## config.mk

```make
export PLATFORM = sky130hd
export DESIGN_NAME = isb_core
export DESIGN_NICKNAME = d
export VERILOG_FILES = /design/src/verilog/isb_pkg.sv /design/src/verilog/isb_core.sv
export SDC_FILE = /design/constraint.sdc
export NUM_CORES = 1
export LEC_CHECK = 0
export ABC_CLOCK_PERIOD_IN_PS = 2300
export BUFFER_PORTS_ARGS = -buffer_cell sky130_fd_sc_hd__buf_2
export CORE_UTILIZATION = 41
export CTS_CLUSTER_DIAMETER = 40
export DETAILED_ROUTE_END_ITERATION = 6
export GPL_TIMING_DRIVEN = 0
export HOLD_SLACK_MARGIN = 0.08
export PLACE_DENSITY = 0.75
export SLEW_MARGIN = 20
export SYNTH_ARGS = -nofsm -noshare
export SYNTH_HDL_FRONTEND = slang
export SYNTH_SLANG_ARGS = --single-unit
```

## constraint.sdc

```tcl
create_clock -name mclk_i -period 2.3 [get_ports mclk_i]
set_input_delay 0 -clock mclk_i [delete_from_list [all_inputs] [get_ports mclk_i]]
set_output_delay 0 -clock mclk_i [all_outputs]
set_load 0.02 [all_outputs]
```

## src/verilog/isb_pkg.sv

```systemverilog
// constants and types for the i2c start, restart, baud and general call block
package isb_pkg;
  localparam int BRG_W = 7;
  localparam int BUF_W = 8;
  localparam int FIFO_DEPTH = 2;
  localparam logic [3:0] MODE_MASTER = 4'h8;
  localparam logic [7:0] GC_ADDR = 8'h00;
  localparam logic [4:0] TENBIT_HDR = 5'h1E;
  localparam logic [3:0] BIT_ADDR_DONE = 4'h8;
  localparam logic [3:0] BIT_ACK_DONE = 4'h9;
  localparam logic [3:0] BIT_ZERO = 4'h0;
  localparam int C2_START = 0;
  localparam int C2_RESTART = 1;
  localparam int C2_GENERAL_CALL_ENABLE = 7;
  localparam int C2_LOCK_LO = 5;
  localparam logic [7:0] CTRL2_RST = 8'h00;
  localparam logic [7:0] BUF_RST = 8'h00;
  localparam logic [BRG_W-1:0] BRG_ZERO = 7'h00;
  typedef enum logic [7:0] {
    M_IDLE       = 8'h01,
    M_ST_WAIT    = 8'h02,
    M_ST_HOLD    = 8'h04,
    M_RS_SCL_LO  = 8'h08,
    M_RS_SDA_HI  = 8'h10,
    M_RS_SCL_REL = 8'h20,
    M_RS_BOTH_HI = 8'h40,
    M_RS_SDA_LO  = 8'h80
  } isb_mstate_t;
endpackage : isb_pkg

```

## src/verilog/isb_core.sv

```systemverilog
// i2c port: start/restart sequencer, baud generator, arbitration, general call
`timescale 1ns/1ps
module isb_core #(
  parameter int DEPTH = isb_pkg::FIFO_DEPTH,
  parameter int DW = isb_pkg::BUF_W
) (
  input wire logic mclk_i,                    // core clock
  input wire logic sys_rst_i,                 // sync reset, high
  input wire logic scl_i,                     // scl pin level
  output logic scl_o,                         // scl drive value
  output logic scl_oe_n_o,                    // scl drive enable, low
  input wire logic sda_i,                     // sda pin level
  output logic sda_o,                         // sda drive value
  output logic sda_oe_n_o,                    // sda drive enable, low
  input wire logic port_enable_i,             // port enable bit
  input wire logic [3:0] mode_select_i,       // mode select field
  input wire logic ten_bit_i,                 // slave ten-bit addressing
  input wire logic [7:0] address_baud_i,      // address/baud register
  input wire logic ctrl2_wr_i,                // second control write
  input wire logic [7:0] ctrl2_wdata_i,       // second control data
  output logic [7:0] ctrl2_o,                 // second control register
  input wire logic buf_wr_i,                  // buffer register write
  input wire logic [DW-1:0] buf_wdata_i,      // buffer write data
  input wire logic buf_rd_i,                  // buffer read, clears full
  output logic [DW-1:0] buffer_o,             // buffer register
  output logic buffer_full_o,                 // buffer full flag
  output logic update_address_o,              // update address flag
  input wire logic ua_clr_i,                  // clear update address
  input wire logic xfer_event_i,              // byte or ack done pulse
  output logic port_irq_o,                    // port interrupt flag
  input wire logic irq_clr_i,                 // clear interrupt flag
  output logic bus_coll_o,                    // bus collision flag
  input wire logic bcl_clr_i,                 // clear bus collision
  output logic write_coll_o,                  // write collision flag
  input wire logic write_collision_flag_clr_i,                // clear write collision
  output logic start_seen_o,                  // start seen status
  output logic stop_seen_o,                   // stop seen status
  output logic bus_free_o,                    // bus may be taken
  input wire logic sleep_i,                   // processor asleep
  input wire logic irq_enable_i,              // port interrupt enabled
  output logic wake_o,                        // wake pulse
  output logic [DW-1:0] rx_data_o,            // received byte
  output logic rx_valid_o,                    // received byte valid
  input wire logic rx_ready_i                 // consumer ready
);
  import isb_pkg::*;

  // pin synchronisers; the first stage is read only by the second
  logic scl_m_r, scl_s_r, scl_d_r, sda_m_r, sda_s_r, sda_d_r;
  always_ff @(posedge mclk_i) begin
    if (sys_rst_i) begin
      {scl_m_r, scl_s_r, scl_d_r} <= 3'h7;
      {sda_m_r, sda_s_r, sda_d_r} <= 3'h7;
    end else begin
      scl_m_r <= scl_i;
      scl_s_r <= scl_m_r;
      scl_d_r <= scl_s_r;
      sda_m_r <= sda_i;
      sda_s_r <= sda_m_r;
      sda_d_r <= sda_s_r;
    end
  end

  wire scl_rise = scl_s_r && !scl_d_r;
  wire scl_fall = !scl_s_r && scl_d_r;
  wire start_ev = scl_s_r && scl_d_r && sda_d_r && !sda_s_r;
  wire stop_ev = scl_s_r && scl_d_r && !sda_d_r && sda_s_r;
  wire en_w = port_enable_i;
  wire master_w = en_w && (mode_select_i == MODE_MASTER);

  // bus condition status
  logic s_seen_r, p_seen_r;
  always_ff @(posedge mclk_i) begin
    if (sys_rst_i || !en_w) begin
      s_seen_r <= 1'b0;
      p_seen_r <= 1'b0;
    end else if (start_ev) begin
      s_seen_r <= 1'b1;
      p_seen_r <= 1'b0;
    end else if (stop_ev) begin
      s_seen_r <= 1'b0;
      p_seen_r <= 1'b1;
    end
  end
  assign start_seen_o = s_seen_r;
  assign stop_seen_o = p_seen_r;
  assign bus_free_o = p_seen_r || (!s_seen_r && !p_seen_r);

  // baud generator: one tick per two clocks, as the Q2/Q4 decrements
  logic [BRG_W-1:0] brg_cnt_r;
  logic brg_run_r, brg_ph_r;
  logic brg_load;
  wire [BRG_W-1:0] brg_reload = address_baud_i[BRG_W-1:0];
  wire brg_to = brg_run_r && brg_ph_r && (brg_cnt_r == BRG_ZERO);
  always_ff @(posedge mclk_i) begin
    if (sys_rst_i || !en_w) begin
      brg_cnt_r <= BRG_ZERO;
      brg_run_r <= 1'b0;
      brg_ph_r <= 1'b0;
    end else if (brg_load) begin
      brg_cnt_r <= brg_reload;
      brg_run_r <= 1'b1;
      brg_ph_r <= 1'b0;
    end else if (brg_run_r) begin
      brg_ph_r <= !brg_ph_r;
      if (brg_ph_r) begin
        if (brg_cnt_r == BRG_ZERO) brg_run_r <= 1'b0;
        else brg_cnt_r <= brg_cnt_r - 7'h01;
      end
    end
  end

  // second control register
  logic [7:0] ctrl2_r;
  isb_mstate_t st_r, st_nxt;
  logic sda_drv_r, sda_drv_nxt, scl_drv_r, scl_drv_nxt;
  logic bcl_set, seq_done, clr_sen, clr_restart_request_bit;
  wire busy_w = (st_r != M_IDLE);
  // a set request bit already counts as in progress, before the state moves
  wire seq_pend = busy_w || (ctrl2_r[C2_RESTART:C2_START] != 2'b00);
  wire sen_go = master_w && ctrl2_r[C2_START];
  wire restart_request_bit_go = master_w && ctrl2_r[C2_RESTART] && !ctrl2_r[C2_START];
  // during a sequence, any released sda sampled low while scl high is a lost bit
  wire arb_lost = busy_w && scl_s_r && !sda_drv_r && !sda_s_r;
  wire abort_w = bcl_set || arb_lost;

  always_ff @(posedge mclk_i) begin
    if (sys_rst_i) begin
      ctrl2_r <= CTRL2_RST;
    end else begin
      if (ctrl2_wr_i && seq_pend) begin
        ctrl2_r[7:C2_LOCK_LO] <= ctrl2_wdata_i[7:C2_LOCK_LO];
      end else if (ctrl2_wr_i) begin
        ctrl2_r <= ctrl2_wdata_i;
      end
      // clears last, so a write in the finishing cycle cannot revive a request
      if (clr_sen || abort_w || !en_w) ctrl2_r[C2_START] <= 1'b0;
      if (clr_restart_request_bit || abort_w || !en_w) ctrl2_r[C2_RESTART] <= 1'b0;
    end
  end
  assign ctrl2_o = ctrl2_r;

  // start / repeated start sequencer
  always_comb begin
    st_nxt = st_r;
    sda_drv_nxt = sda_drv_r;
    scl_drv_nxt = scl_drv_r;
    brg_load = 1'b0;
    bcl_set = 1'b0;
    seq_done = 1'b0;
    clr_sen = 1'b0;
    clr_restart_request_bit = 1'b0;
    case (st_r)
      M_IDLE: begin
        if (sen_go) begin
          if (!sda_s_r && !scl_s_r) begin
            bcl_set = 1'b1;
          end else if (sda_s_r && scl_s_r) begin
            brg_load = 1'b1;
            st_nxt = M_ST_WAIT;
          end
        end else if (restart_request_bit_go) begin
          scl_drv_nxt = 1'b1;
          st_nxt = M_RS_SCL_LO;
        end
      end
      M_ST_WAIT: begin
        if (!scl_s_r) begin
          bcl_set = 1'b1;
        end else if (brg_to) begin
          if (sda_s_r) begin
            sda_drv_nxt = 1'b1;
            brg_load = 1'b1;
            st_nxt = M_ST_HOLD;
          end else begin
            bcl_set = 1'b1;
          end
        end
      end
      M_ST_HOLD: begin
        if (brg_to) begin
          clr_sen = 1'b1;
          seq_done = 1'b1;
          st_nxt = M_IDLE;
        end
      end
      M_RS_SCL_LO: begin
        if (!scl_s_r) begin
          brg_load = 1'b1;
          sda_drv_nxt = 1'b0;
          st_nxt = M_RS_SDA_HI;
        end
      end
      M_RS_SDA_HI: begin
        if (brg_to) begin
          if (sda_s_r) begin
            scl_drv_nxt = 1'b0;
            st_nxt = M_RS_SCL_REL;
          end else begin
            bcl_set = 1'b1;
          end
        end
      end
      M_RS_SCL_REL: begin
        // reload waits for scl high, so a stretching slave holds us here
        if (scl_s_r) begin
          if (!sda_s_r) begin
            bcl_set = 1'b1;
          end else begin
            brg_load = 1'b1;
            st_nxt = M_RS_BOTH_HI;
          end
        end
      end
      M_RS_BOTH_HI: begin
        if (!scl_s_r) begin
          bcl_set = 1'b1;
        end else if (brg_to) begin
          sda_drv_nxt = 1'b1;
          brg_load = 1'b1;
          st_nxt = M_RS_SDA_LO;
        end
      end
      M_RS_SDA_LO: begin
        if (brg_to) begin
          clr_restart_request_bit = 1'b1;
          scl_drv_nxt = 1'b1;
          seq_done = 1'b1;
          st_nxt = M_IDLE;
        end
      end
      default: st_nxt = M_IDLE;
    endcase
  end

  always_ff @(posedge mclk_i) begin
    if (sys_rst_i || !en_w || abort_w) begin
      st_r <= M_IDLE;
      sda_drv_r <= 1'b0;
      scl_drv_r <= 1'b0;
    end else begin
      st_r <= st_nxt;
      sda_drv_r <= sda_drv_nxt;
      scl_drv_r <= scl_drv_nxt;
    end
  end

  // two-entry receive buffer, fed from the slave shift register
  logic [DW-1:0] sl_sr_r;
  logic [DW-1:0] fifo_mem [DEPTH];
  logic [$clog2(DEPTH)-1:0] wr_ptr_r, rd_ptr_r;
  logic [$clog2(DEPTH+1)-1:0] cnt_r;
  logic push;
  wire fifo_rdy = (cnt_r != DEPTH[$clog2(DEPTH+1)-1:0]);
  wire pop = rx_valid_o && rx_ready_i;
  assign rx_valid_o = (cnt_r != '0);
  assign rx_data_o = fifo_mem[rd_ptr_r];
  always_ff @(posedge mclk_i) begin
    if (sys_rst_i) begin
      wr_ptr_r <= '0;
      rd_ptr_r <= '0;
      cnt_r <= '0;
      for (int i = 0; i < DEPTH; i++) fifo_mem[i] <= BUF_RST;
    end else begin
      if (push) begin
        fifo_mem[wr_ptr_r] <= sl_sr_r;
        wr_ptr_r <= (wr_ptr_r == ($clog2(DEPTH))'(DEPTH - 1)) ? '0 : wr_ptr_r + 1'b1;
      end
      if (pop) rd_ptr_r <= (rd_ptr_r == ($clog2(DEPTH))'(DEPTH - 1)) ? '0 : rd_ptr_r + 1'b1;
      if (push && !pop) cnt_r <= cnt_r + 1'b1;
      else if (pop && !push) cnt_r <= cnt_r - 1'b1;
    end
  end

  // slave address recognition and byte receive
  logic [3:0] sl_bits_r;
  logic sl_act_r, sl_addr_r, sl_match_r, sl_ack_r, sl_stretch_r;
  wire gc_hit = ctrl2_r[C2_GENERAL_CALL_ENABLE] && (sl_sr_r == GC_ADDR);
  wire dev_hit = (sl_sr_r[7:1] == address_baud_i[7:1]);
  wire ten_hdr = ten_bit_i && (sl_sr_r[7:3] == TENBIT_HDR) && !sl_sr_r[0];
  wire hit_w = gc_hit || dev_hit || ten_hdr;
  wire byte8 = sl_act_r && ((scl_fall && sl_bits_r == BIT_ADDR_DONE) || sl_stretch_r);
  wire want_w = sl_addr_r ? hit_w : sl_match_r;
  wire ninth_fall = sl_act_r && scl_fall && (sl_bits_r == BIT_ACK_DONE);
  wire slave_en = en_w && !master_w;
  assign push = byte8 && want_w && fifo_rdy;

  always_ff @(posedge mclk_i) begin
    if (sys_rst_i || !slave_en || stop_ev) begin
      sl_sr_r <= BUF_RST;
      sl_bits_r <= BIT_ZERO;
      {sl_act_r, sl_addr_r, sl_match_r, sl_ack_r, sl_stretch_r} <= 5'h00;
    end else if (start_ev) begin
      sl_act_r <= 1'b1;
      sl_addr_r <= 1'b1;
      sl_match_r <= 1'b0;
      sl_bits_r <= BIT_ZERO;
      sl_ack_r <= 1'b0;
      sl_stretch_r <= 1'b0;
    end else if (sl_act_r) begin
      if (scl_rise) begin
        sl_bits_r <= sl_bits_r + 4'h1;
        if (sl_bits_r < BIT_ADDR_DONE) sl_sr_r <= {sl_sr_r[DW-2:0], sda_s_r};
      end
      if (byte8) begin
        if (!want_w) begin
          sl_act_r <= 1'b0;
        end else if (!fifo_rdy) begin
          sl_stretch_r <= 1'b1; // hold scl low until a slot frees
        end else begin
          sl_stretch_r <= 1'b0;
          sl_ack_r <= 1'b1;
          sl_match_r <= 1'b1;
        end
      end
      if (ninth_fall) begin
        sl_ack_r <= 1'b0;
        sl_bits_r <= BIT_ZERO;
        sl_addr_r <= 1'b0;
      end
    end
  end

  // buffer register, full, update address
  logic [DW-1:0] buf_r;
  logic bf_r, ua_r, write_collision_flag_r, bcl_r, irq_r, wake_r;
  wire wr_ok = buf_wr_i && !seq_pend;
  wire wr_refused = buf_wr_i && seq_pend;
  wire ua_set = push && sl_addr_r && ten_hdr && !gc_hit;
  always_ff @(posedge mclk_i) begin
    if (sys_rst_i) begin
      buf_r <= BUF_RST;
      bf_r <= 1'b0;
      ua_r <= 1'b0;
    end else begin
      if (push) buf_r <= sl_sr_r;
      else if (wr_ok) buf_r <= buf_wdata_i;
      if (push || wr_ok) bf_r <= 1'b1;
      else if (buf_rd_i) bf_r <= 1'b0;
      if (ua_set) ua_r <= 1'b1;
      else if (ua_clr_i) ua_r <= 1'b0;
    end
  end

  // sticky flags: a set in the clearing cycle wins; wake is a one-cycle pulse
  wire stop_irq = master_w && stop_ev && s_seen_r;
  wire m_irq = master_w && (seq_done || xfer_event_i);
  wire s_irq = ninth_fall && sl_match_r;
  always_ff @(posedge mclk_i) begin
    if (sys_rst_i) begin
      {write_collision_flag_r, bcl_r, irq_r, wake_r} <= 4'h0;
    end else begin
      if (wr_refused) write_collision_flag_r <= 1'b1;
      else if (write_collision_flag_clr_i) write_collision_flag_r <= 1'b0;
      if (abort_w) bcl_r <= 1'b1;
      else if (bcl_clr_i) bcl_r <= 1'b0;
      if (m_irq || stop_irq || s_irq) irq_r <= 1'b1;
      else if (irq_clr_i) irq_r <= 1'b0;
      wake_r <= s_irq && sleep_i && irq_enable_i;
    end
  end

  assign buffer_o = buf_r;
  assign buffer_full_o = bf_r;
  assign update_address_o = ua_r;
  assign write_coll_o = write_collision_flag_r;
  assign bus_coll_o = bcl_r;
  assign port_irq_o = irq_r;
  assign wake_o = wake_r;
  // open-drain: only ever pull low
  assign scl_o = 1'b0;
  assign sda_o = 1'b0;
  assign scl_oe_n_o = !(scl_drv_r || sl_stretch_r);
  assign sda_oe_n_o = !(sda_drv_r || sl_ack_r);

endmodule : isb_core

```

## Word level (Yosys, flattened, before mapping)

Memory sizes are Yosys's and may differ from the RTL's. A register that Yosys moved wholly into a read port is not among the register bits.
Cells that the tools add are included.

- Word-level logic and storage cells: 304
- RAM bits: 16
- Memories: 1
- Register bits after elaboration: 70
- Input port bits: 45
- Output and inout bits: 38

Memories:

| memory | depth | width | rd ports | clocked after memory_dff | wr ports | line | source |
|---|---|---|---|---|---|---|---|
| fifo_mem | 2 | 8 | 1 | 1 | 2 | isb_core.sv:250 | `logic [DW-1:0] fifo_mem [DEPTH];` |

- $add $sub $neg: 6
- $lt $le $gt $ge: 1
- Mux-type cells: 102
- Reductions and logical operators: 124
- Bitwise gates (word level): 2
- Equal/unequal tests: 33

Operators by type and width:

| operator | number |
|---|---|
| $mux 8 | 19 |
| $mux 1 | 69 |
| $pmux 8 s7 | 1 |
| $logic_and 1x1->1 | 44 |
| $reduce_bool 2->1 | 19 |
| $ne 2x2->1 const B | 15 |
| $mux 7 | 4 |
| $logic_or 1x1->1 | 20 |
| $logic_not 1->1 | 19 |
| $reduce_and 14->1 | 1 |
| $eq 4x4->1 const B | 3 |
| $reduce_and 4->1 | 3 |
| $reduce_or 2->1 | 6 |
| $pmux 1 s5 | 2 |
| $ne 3x3->1 const B | 3 |
| $eq 8x1->1 const B | 1 |
| $eq 8x2->1 const B | 1 |
| $eq 8x3->1 const B | 1 |
| $eq 8x4->1 const B | 1 |
| $eq 8x5->1 const B | 1 |
| $eq 8x6->1 const B | 1 |
| $eq 8x7->1 const B | 1 |
| $eq 8x8->1 const B | 1 |
| $logic_not 8->1 | 1 |
| other kinds (22) | 31 |

## Longest topological paths before layout

Gate-level depths: netlist (run 1).

- Word-level depth: 12
- Depth in mapped cells: 11
- Depth with buffers taken out: 10

## Worst setup path before layout (run 1)

No wires, ideal clock.

- Path type: register to register
- Start point: reg scl_s_r
- End point: reg cnt_r[1]
- Library setup time: 0.071 ns
- Stages on the path, launching flop included: 10
- Arrival time: 2.333 ns
- Path slack: -0.104 ns
- Buffers on the path: 1
- Required time: 2.229 ns
- Period minus slack after synthesis: 2.404 ns
- Path through: dfxtp_1 > and4bb_2 > a21oi_1 > nor3_1 > a21bo_1 > buf_1 > inv_1 > ha_1 > or3_1 > a21oi_1

- Word-level cells in the longest chain between the ends: 10
- Elaborated cells on any way between the ends: 12
- Classes of those cells: mux: 1; reduce/logical: 11

Ends and longest elaborated chain:

| item | line | source |
|---|---|---|
| from (decl) | isb_core.sv:49 | `logic scl_m_r, scl_s_r, scl_d_r, sda_m_r, sda_s_r, sda_d_r;` |
| from (signal assigned) | isb_core.sv:56 | `scl_s_r <= scl_m_r;` |
| $logic_not 1->1 (*) | n/a |  |
| $logic_and 1x1->1 (*) | isb_core.sv:65 | `wire scl_fall = !scl_s_r && scl_d_r;` |
| $logic_and 1x1->1 (*) | isb_core.sv:282 | `wire byte8 = sl_act_r && ((scl_fall && sl_bits_r == BIT_ADDR_DONE) \|\| sl_stretch_r);` |
| $logic_or 1x1->1 (*) | isb_core.sv:282 |  |
| $logic_and 1x1->1 (*) | isb_core.sv:282 |  |
| $logic_and 1x1->1 (*) (2 in a row) | isb_core.sv:286 | `assign push = byte8 && want_w && fifo_rdy;` |
| net push | isb_core.sv:253 | `logic push;` |
| $logic_not 1->1 | isb_core.sv:271 | `else if (pop && !push) cnt_r <= cnt_r - 1'b1;` |
| $logic_and 1x1->1 | isb_core.sv:271 |  |
| $reduce_bool 2->1 (no line) | n/a |  |
| to (signal assigned) | isb_core.sv:270 | `if (push && !pop) cnt_r <= cnt_r + 1'b1;` |
| to (signal assigned) | isb_core.sv:271 |  |
| to (decl) | isb_core.sv:252 | `logic [$clog2(DEPTH+1)-1:0] cnt_r;` |

Mark *: on every way through the listed nets, which the timed path passes. The rest lies on a longest branch.
A chain may end at the register's enable or synchronous reset.

## Worst setup path in the final report (run 1)

- Start point: reg st_r[6]
- End point: reg st_r[0]

- Word-level cells in the longest chain between the ends: 6
- Elaborated cells on any way between the ends: 32
- Classes of those cells: eq/ne: 23; mux: 2; reduce/logical: 7

Ends and longest elaborated chain:

| item | line | source |
|---|---|---|
| from (decl) | isb_core.sv:115 | `isb_mstate_t st_r, st_nxt;` |
| from (signal assigned) | isb_core.sv:242 | `st_r <= st_nxt;` |
| branches (longest 6 deep; another with $reduce_and 14->1) | n/a |  |

Parallel ways; which one is timed is not known.

==> results.toml, run 1 <==
[finish]
layout-drive-gt1-share_pct = 29.80
seq_area_um2 = 1918
fillerInstances = 849
antenna-diode-count = 0
multi_input_gate_area_um2 = 2303
areaGrowthSynthToFinish_pct = 34.07
fin_nets = 660

[yosys]
synth.top_cell.area_share_pct = 33.27
synth_largest_area_cell = "sky130_fd_sc_hd__dfxtp_1"
synthMuxAreaShare_pct = 7.967
synthTopCellsByArea = "sky130_fd_sc_hd__dfxtp_1 (33%), sky130_fd_sc_hd__edfxtp_1 (11%), sky130_fd_sc_hd__mux2i_1 (5.9%)"
ys_dominant_reg_cell = "sky130_fd_sc_hd__dfxtp_1"
synth_async_sr_flop_share_pct = 0
seq_cells_post_synth = 87
synth_simple_gate_area_share_pct = 25.07
synth_compound_gate_area_share_pct = 11.22
syn_area_per_cell_um2 = 9.186
synthCells = 465
sequential_area_share_after_synthesis_pct = 44.52
synthXorXnorAreaFrac_pct = 4.921
synth_cell_type_count = 55
post_synth_adder_cell_area_pct = 1.757
mappedNetlistArea_um2 = 4272
synth.most_common_cell = "sky130_fd_sc_hd__dfxtp_1"
synth.top_cells.by_count = "sky130_fd_sc_hd__dfxtp_1 (71), sky130_fd_sc_hd__nand2_1 (51), sky130_fd_sc_hd__nor2_1 (41), sky130_fd_sc_hd__a21oi_1 (30), sky130_fd_sc_hd__mux2i_1 (25)"
number_of_enable_type_register_cells_in_the_synthesized_netlist = 16
ys_warn_count = 0
dominant_combinational_cell_family_by_area_after_synthesis = "simple AND/OR/NAND/NOR gates"

[cts]
cts_max_level = 3
cts.clk_slew.worst_paths_ps = 100
clock-sinks = 87
cts-root-to-sink-buffers = 2
cts_tree = "done"
cts_root_buffer = "sky130_fd_sc_hd__clkbuf_8"
number_of_buffers_added_by_the_clock_tree_synthesis_step = 9
clkLatencyLatePin_ps = 370

[floorplanning]
placeableCoreArea_um2 = 9955
std_cell_rows = 36
floorplan.die.width_um = 104.1
initial_core_util_pct = 42.91
top_level_ports = 83
floorplan.die_area_um2 = 10830
floorplan.die.height_um = 104.1

[global_routing]
grt_pass1_vias = 3747
grt_util_all_layers_pct = 20.75
grt_max_degree = 18
grt-ovfl-total = 0
global_route_wire_length_before_repair_um = 18060
initial_antenna_violation_count = 0

[routing]
postRouteWirelength_um = 11340
drc = 0
dr.pass1.iters = 5
antenna_violating_nets_post_route = 0
dr_total_vias = 3873
post_detailed_route_via_to_cell_ratio = 5.185
detail_route.wl_per_cell_um = 15.19
drt-initial-drc-count = 170

[run]
maxCapViolations = 0

[critical_path]
crit_chain = "buf_6 > nor4_4 > buf_4 > and4b_1 > buf_6 > a22o_2 > nor4_4 > buf_4 > buf_12 > mux2i_1 > nand3_1"
critical-path-slowest-cell = "sky130_fd_sc_hd__dfxtp_1"
worst_path_largest_cell_delay_ps = 330
rr_endpoint = "st_r[0]"
setup.worst_path.class = "flip-flop to flip-flop"
r2r_start = "st_r[6]"
worst_setup_path_end_kind = "flip-flop"
cp_data_required_time_ps = 2530
path_depth = 11
worstSetupStartpoint = "st_r[6]"
crit_arrival_ps = 2480
worst_setup_path_start_kind = "flip-flop"
worst_path_dominant_cell_family = "buffers and inverters"
critical_path.n_buffers_inverters = 5
setup_slack_on_the_worst_flop_to_flop_path_ps = 50
critical_path.max_fanout = 8
timing.reg2reg.worst_path_depth = 11

[power_and_ir_drop]
clockPowerShare_pct = 35.2
power.switching_fraction_pct = 27.17
leakagePower_nw = 2.393
comb_power_share_pct = 10.3
switching_power_w = 0.0007990
power_report.internal_total_w = 0.002142
design_power_total_w = 0.002941
power_frac_seq_pct = 54.5
worst_vdd_ir_uv = 394.9
power.density_cell_area_nw_per_um2 = 513.5

[place]
dpl_worst_slack_ps = -615.1
dp.final_hpwl_um = 7548
port_buffers = 78
final_replace_weighted_congestion = 0.8845

[sta]
tightestPinTransition_ps = 749.0
final_min_period_over_clock_period_pct = 97.90
max-slew-margin-rel_pct = 49.37
finalCriticalPeriod_ps = 2252
final_critical_path_setup_slack_ps = 48.34
final_hold_viol_count = 0
finalClockSkew_ps = 18.42
achievable-frequency_mhz = 444.1
finalSetupViolCount = 0
slew_violations = 0

[worst_hold_path]
hold_path_startpoint = "ctrl2_wr_i"
hold_path_depth = 3
whs_endpoint = "ctrl2_o[2]"
type_of_the_worst_min_delay_path = "input pin to flip-flop"

[run_status]
outcome = "completed"
-- area by class of cell --
cell class	count	area share [%]
multi-input cells	338	40.22
flip-flops and latches	87	33.49
repair buffers	136	16.74
well taps	133	2.906
plain buffers	23	2.425
clock buffers	9	2.163
clock inverters	7	1.092
inverters	14	0.9613
-- how the worst max path moves through the flow --
stage / end / slack [ps]
6_report: st_r[0] / 50
3_3_place_gp: fifo_mem[0][4] / -510
2_1_floorplan: cnt_r[1] / 7
5_1_grt: st_r[0] / -30
4_1_cts: buffer_o[5] / 2
3_5_place_dp: fifo_mem[1][4] / -620
-- timing repair --
| item | in CTS | in global routing |
|---|---|---|
| cloned | 0 | 1 |
| resized for setup | 22 | 24 |
| hold buffers | 36 | 0 |
| endpoints found under the hold margin | 35 | 0 |
| pin swaps | 5 | 11 |
| setup buffers | 9 | 12 |
| endpoints found under the setup margin | 55 | 45 |
-- stage by stage --
step / hold slack, ps / utilization [%] / cells / instance area [um2] / setup TNS (ps)
6_report: 113.2 / 57.53 / 747 / 5727 / 0
5_1_grt: 128.1 / 57.53 / 747 / 5727 / -72.49
4_1_cts: 83.15 / 55.76 / 736 / 5550 / 0
3_5_place_dp: 186.2 / 48.55 / 677 / 4833 / -15710
3_3_place_gp: 186.9 / 48.55 / 677 / 4833 / -12910
2_1_floorplan: 103.8 / - / 466 / 4277 / 0
-- power by group through the flow --
stage | registers, W | clock network (W) | logic [W]
6_report | 0.00160 | 0.00103 | 0.000303
5_1_grt | 0.00161 | 0.00110 | 0.000327
4_1_cts | 0.00160 | 0.00103 | 0.000296
3_5_place_dp | 0.00164 | 0 | 0.000245
3_3_place_gp | 0.00164 | 0 | 0.000241
2_1_floorplan | 0.00166 | 0 | 0.000123
-- flip-flops by register name (all words and copies together), names as in the netlist, 2 cells and up, named ones only --
name and cells:
cnt_r 2, st_r 8, buffer_o 8, sl_sr_r 8, brg_cnt_r 7, ctrl2_o 8, sl_bits_r 4, fifo_mem 16
-- placed cells by master (no fill, tap or decap), drive strengths merged, types with 8 or more instances in the layout --
cell type and n:
mux2i 25, inv 17, xnor2 12, dfxtp 71, xor2 12, nand4 8
o21ai 12, nor2 46, or2 9, edfxtp 16, clkbuf 21, nand2b 9
a21oi 30, dlygate4sd3 36, mux2 8, and2 10, and3 14, buf 111
nand2 51, nand3 14, a211oi 12, nor3 14
-- metal layers --
metal  vias to the layer above  part of all wire [%]  wire length, um  global-route usage [%]
met2                       147                    48             5486                   35.95
met5                         -                     0                0                       0
li1                       1924                     -                -                       -
met3                        29                   5.7              648                   4.010
met1                      1773                    44             4951                   25.66
met4                         0                   2.3              257                   7.143
-- worst register-to-register path: stages (launching register included) --
cell and delay (ps):
sky130_fd_sc_hd__dfxtp_1 330, sky130_fd_sc_hd__buf_6 130, sky130_fd_sc_hd__nor4_4 50, sky130_fd_sc_hd__buf_4 160, sky130_fd_sc_hd__and4b_1 200, sky130_fd_sc_hd__buf_6 140
sky130_fd_sc_hd__a22o_2 290, sky130_fd_sc_hd__nor4_4 250, sky130_fd_sc_hd__buf_4 180, sky130_fd_sc_hd__buf_12 120, sky130_fd_sc_hd__mux2i_1 180, sky130_fd_sc_hd__nand3_1 90
-- kinds of logic after synthesis --
| kind of cell | after synthesis |
|---|---|
| AOI/OAI and AO/OA | 75 |
| adders and majority gates | 6 |
| other | 1 |
| DFF | 87 |
| buffers and inverters | 41 |
| xor gates and xnor gates | 24 |
| muxes | 33 |
| and+or+nand+nor | 198 |
Power figures use the tool's default switching activity.
==> run 2, diff against run 1 <==
--- a/config.mk
+++ b/config.mk
@@ -9,4 +9,5 @@
 export BUFFER_PORTS_ARGS = -buffer_cell sky130_fd_sc_hd__buf_2
 export CORE_UTILIZATION = 41
+export CTS_BUF_LIST = sky130_fd_sc_hd__clkbuf_16
 export CTS_CLUSTER_DIAMETER = 40
 export DETAILED_ROUTE_END_ITERATION = 6
==> constraint.sdc (replaced) <==
create_clock -name mclk_i -period 2.3 [get_ports mclk_i]
set_input_delay 0 -clock mclk_i [delete_from_list [all_inputs] [get_ports mclk_i]]
set_output_delay 0 -clock mclk_i [all_outputs]
set_load 0.1 [all_outputs]
==> results.toml, run 2 (synthesis gave the netlist of run 1 again) <==
[power_and_ir_drop]
power.density_cell_area_nw_per_um2 = 618.9
worst_vdd_ir_uv = 429.4
leakagePower_nw = 2.416
design_power_total_w = 0.003571

[cts]
number_of_buffers_added_by_the_clock_tree_synthesis_step = 9
cts.clk_slew.worst_paths_ps = 70
cts_max_level = 3
cts_root_buffer = "sky130_fd_sc_hd__clkbuf_16"
clock-sinks = 87
clkLatencyLatePin_ps = 330
cts_tree = "done"
cts-root-to-sink-buffers = 2

[finish]
layout-drive-gt1-share_pct = 29.89
stdcell_area_um2 = 5771
areaGrowthSynthToFinish_pct = 35.09
antenna-diode-count = 0
mostFrequentLayoutCells = "sky130_fd_sc_hd__buf_2 (79), sky130_fd_sc_hd__dfxtp_1 (61), sky130_fd_sc_hd__nand2_1 (50)"
largest_reg_flops = 16
layout_commonest_cell = "sky130_fd_sc_hd__buf_2"
fin_nets = 655
fillerInstances = 871
largest_register = "fifo_mem"

[run_status]
outcome = "completed"

[place]
final_replace_weighted_congestion = 0.8984
place_area_um2 = 4846
dp.final_hpwl_um = 7508
dpl_worst_slack_ps = -469.9
port_buffers = 78

[critical_path]
critical-path-slowest-cell = "sky130_fd_sc_hd__dlygate4sd3_1"
worst_setup_path_start_kind = "input pin"
worst_path_largest_cell_delay_ps = 550
critical_path.max_fanout = 10
worstSetupStartpoint = "address_baud_i[1]"
crit_arrival_ps = 2500
worst_setup_path_end_kind = "flip-flop"
crit_chain = "dlygate4sd3_1 > buf_2 > xor2_1 > nor4_1 > nand4_1 > a21bo_2 > buf_6 > inv_4 > ha_4 > or3_4 > a21oi_2"
cp_data_required_time_ps = 2560
r2r_start = "sl_sr_r[1]"
setup.worst_path.class = "input pin to flip-flop"

[routing]
postRouteWirelength_um = 10910
detail_route.wl_per_cell_um = 14.71
dr.pass1.iters = 4
antenna_violating_nets_post_route = 0
wl_met3_um = 420
wl_met1_um = 4915
topRoutingLayerUsed = "met4"
dr_total_vias = 3795
wl_met2_um = 5504
drc = 0
post_detailed_route_via_to_cell_ratio = 5.115
drt-initial-drc-count = 137

[global_routing]
grt_util_all_layers_pct = 20.47
initial_antenna_violation_count = 0
global_route_wire_length_before_repair_um = 17920
grt_max_degree = 17
grt-ovfl-total = 0
grt_pass1_vias = 3675

[sta]
final_critical_path_setup_slack_ps = 65.44
totalNegativeSetupSlack_ps = 0
finalSetupViolCount = 0
finalCriticalPeriod_ps = 2235
final_min_period_over_clock_period_pct = 97.15
slew_violations = 0
tightestPinTransition_ps = 608.2
max-slew-margin-rel_pct = 59.45
achievable-frequency_mhz = 447.5
finalClockSkew_ps = 10.72
grt_setup_unrepaired = "yes"
final_hold_viol_count = 0

[worst_hold_path]
type_of_the_worst_min_delay_path = "input pin to flip-flop"
hold_path_startpoint = "mode_select_i[0]"

[floorplanning]
top_level_ports = 83
placeableCoreArea_um2 = 9955
std_cell_rows = 36
floorplan.die_area_um2 = 10830
initial_core_util_pct = 42.91
floorplan.die.width_um = 104.1
floorplan.die.height_um = 104.1

[run]
maxCapViolations = 0
## run 2: layout make-up
cell class / count / area, um2 / share of cell area [%]
repair buffers: 129 / 867.1 / 15.03
clock buffers: 9 / 225.2 / 3.903
inverters: 14 / 55.05 / 0.9540
clock inverters: 7 / 80.08 / 1.388
multi-input cells: 338 / 2302 / 39.90
well taps: 133 / 166.4 / 2.884
plain buffers: 25 / 152.6 / 2.645
flip-flops and latches: 87 / 1922 / 33.30
## run 2: report_power, final
group	internal, W	switching (W)	leakage [nW]
combinational	0.000143	0.000337	1.54
clock	0.000857	0.000630	0.148
sequential	0.00159	0.0000185	0.733
total	0.00259	0.000985	2.42
## run 2: per-layer routing
layer	up-vias	GRT usage (%)
li1	1908	-
met1	1774	26.33
met2	106	35.24
met3	7	3.446
met4	0	5.714
met5	-	0
## run 2: critical path: cells and delay by family
kind                     cells  cell delay (ps)
AO/OA/AOI/OAI                2              410
XOR/XNOR                     1              160
adder cells (fa/ha/maj)      1              200
buffers and inverters        4              910
AND/OR/NAND/NOR              3              820
## run 2: worst paths after layout
path           endpoint  slack (ps)  cells past startpoint
max            cnt_r[1]          70                     11
min reg2reg     sda_s_r         420                      1
max reg2reg    cnt_r[1]          70                      9
min          port_irq_o          60                      4
## run 2: through the flow
stage	utilization (%)	hold WS, ps	instances
4_1_cts	56.06	86.94	730
3_3_place_gp	48.68	184.9	677
3_5_place_dp	48.68	186.2	677
6_report	57.97	57.27	742
5_1_grt	57.97	82.47	742
2_1_floorplan	-	103.8	466
## run 2: repair_timing
item | 4_1_cts | 5_1_grt
buffers inserted | 4 | 11
resized for setup | 16 | 30
hold buffers | 35 | 1
pin swaps | 4 | 12
endpoints found under the hold margin | 32 | 1
setup endpoints to repair | 55 | 52
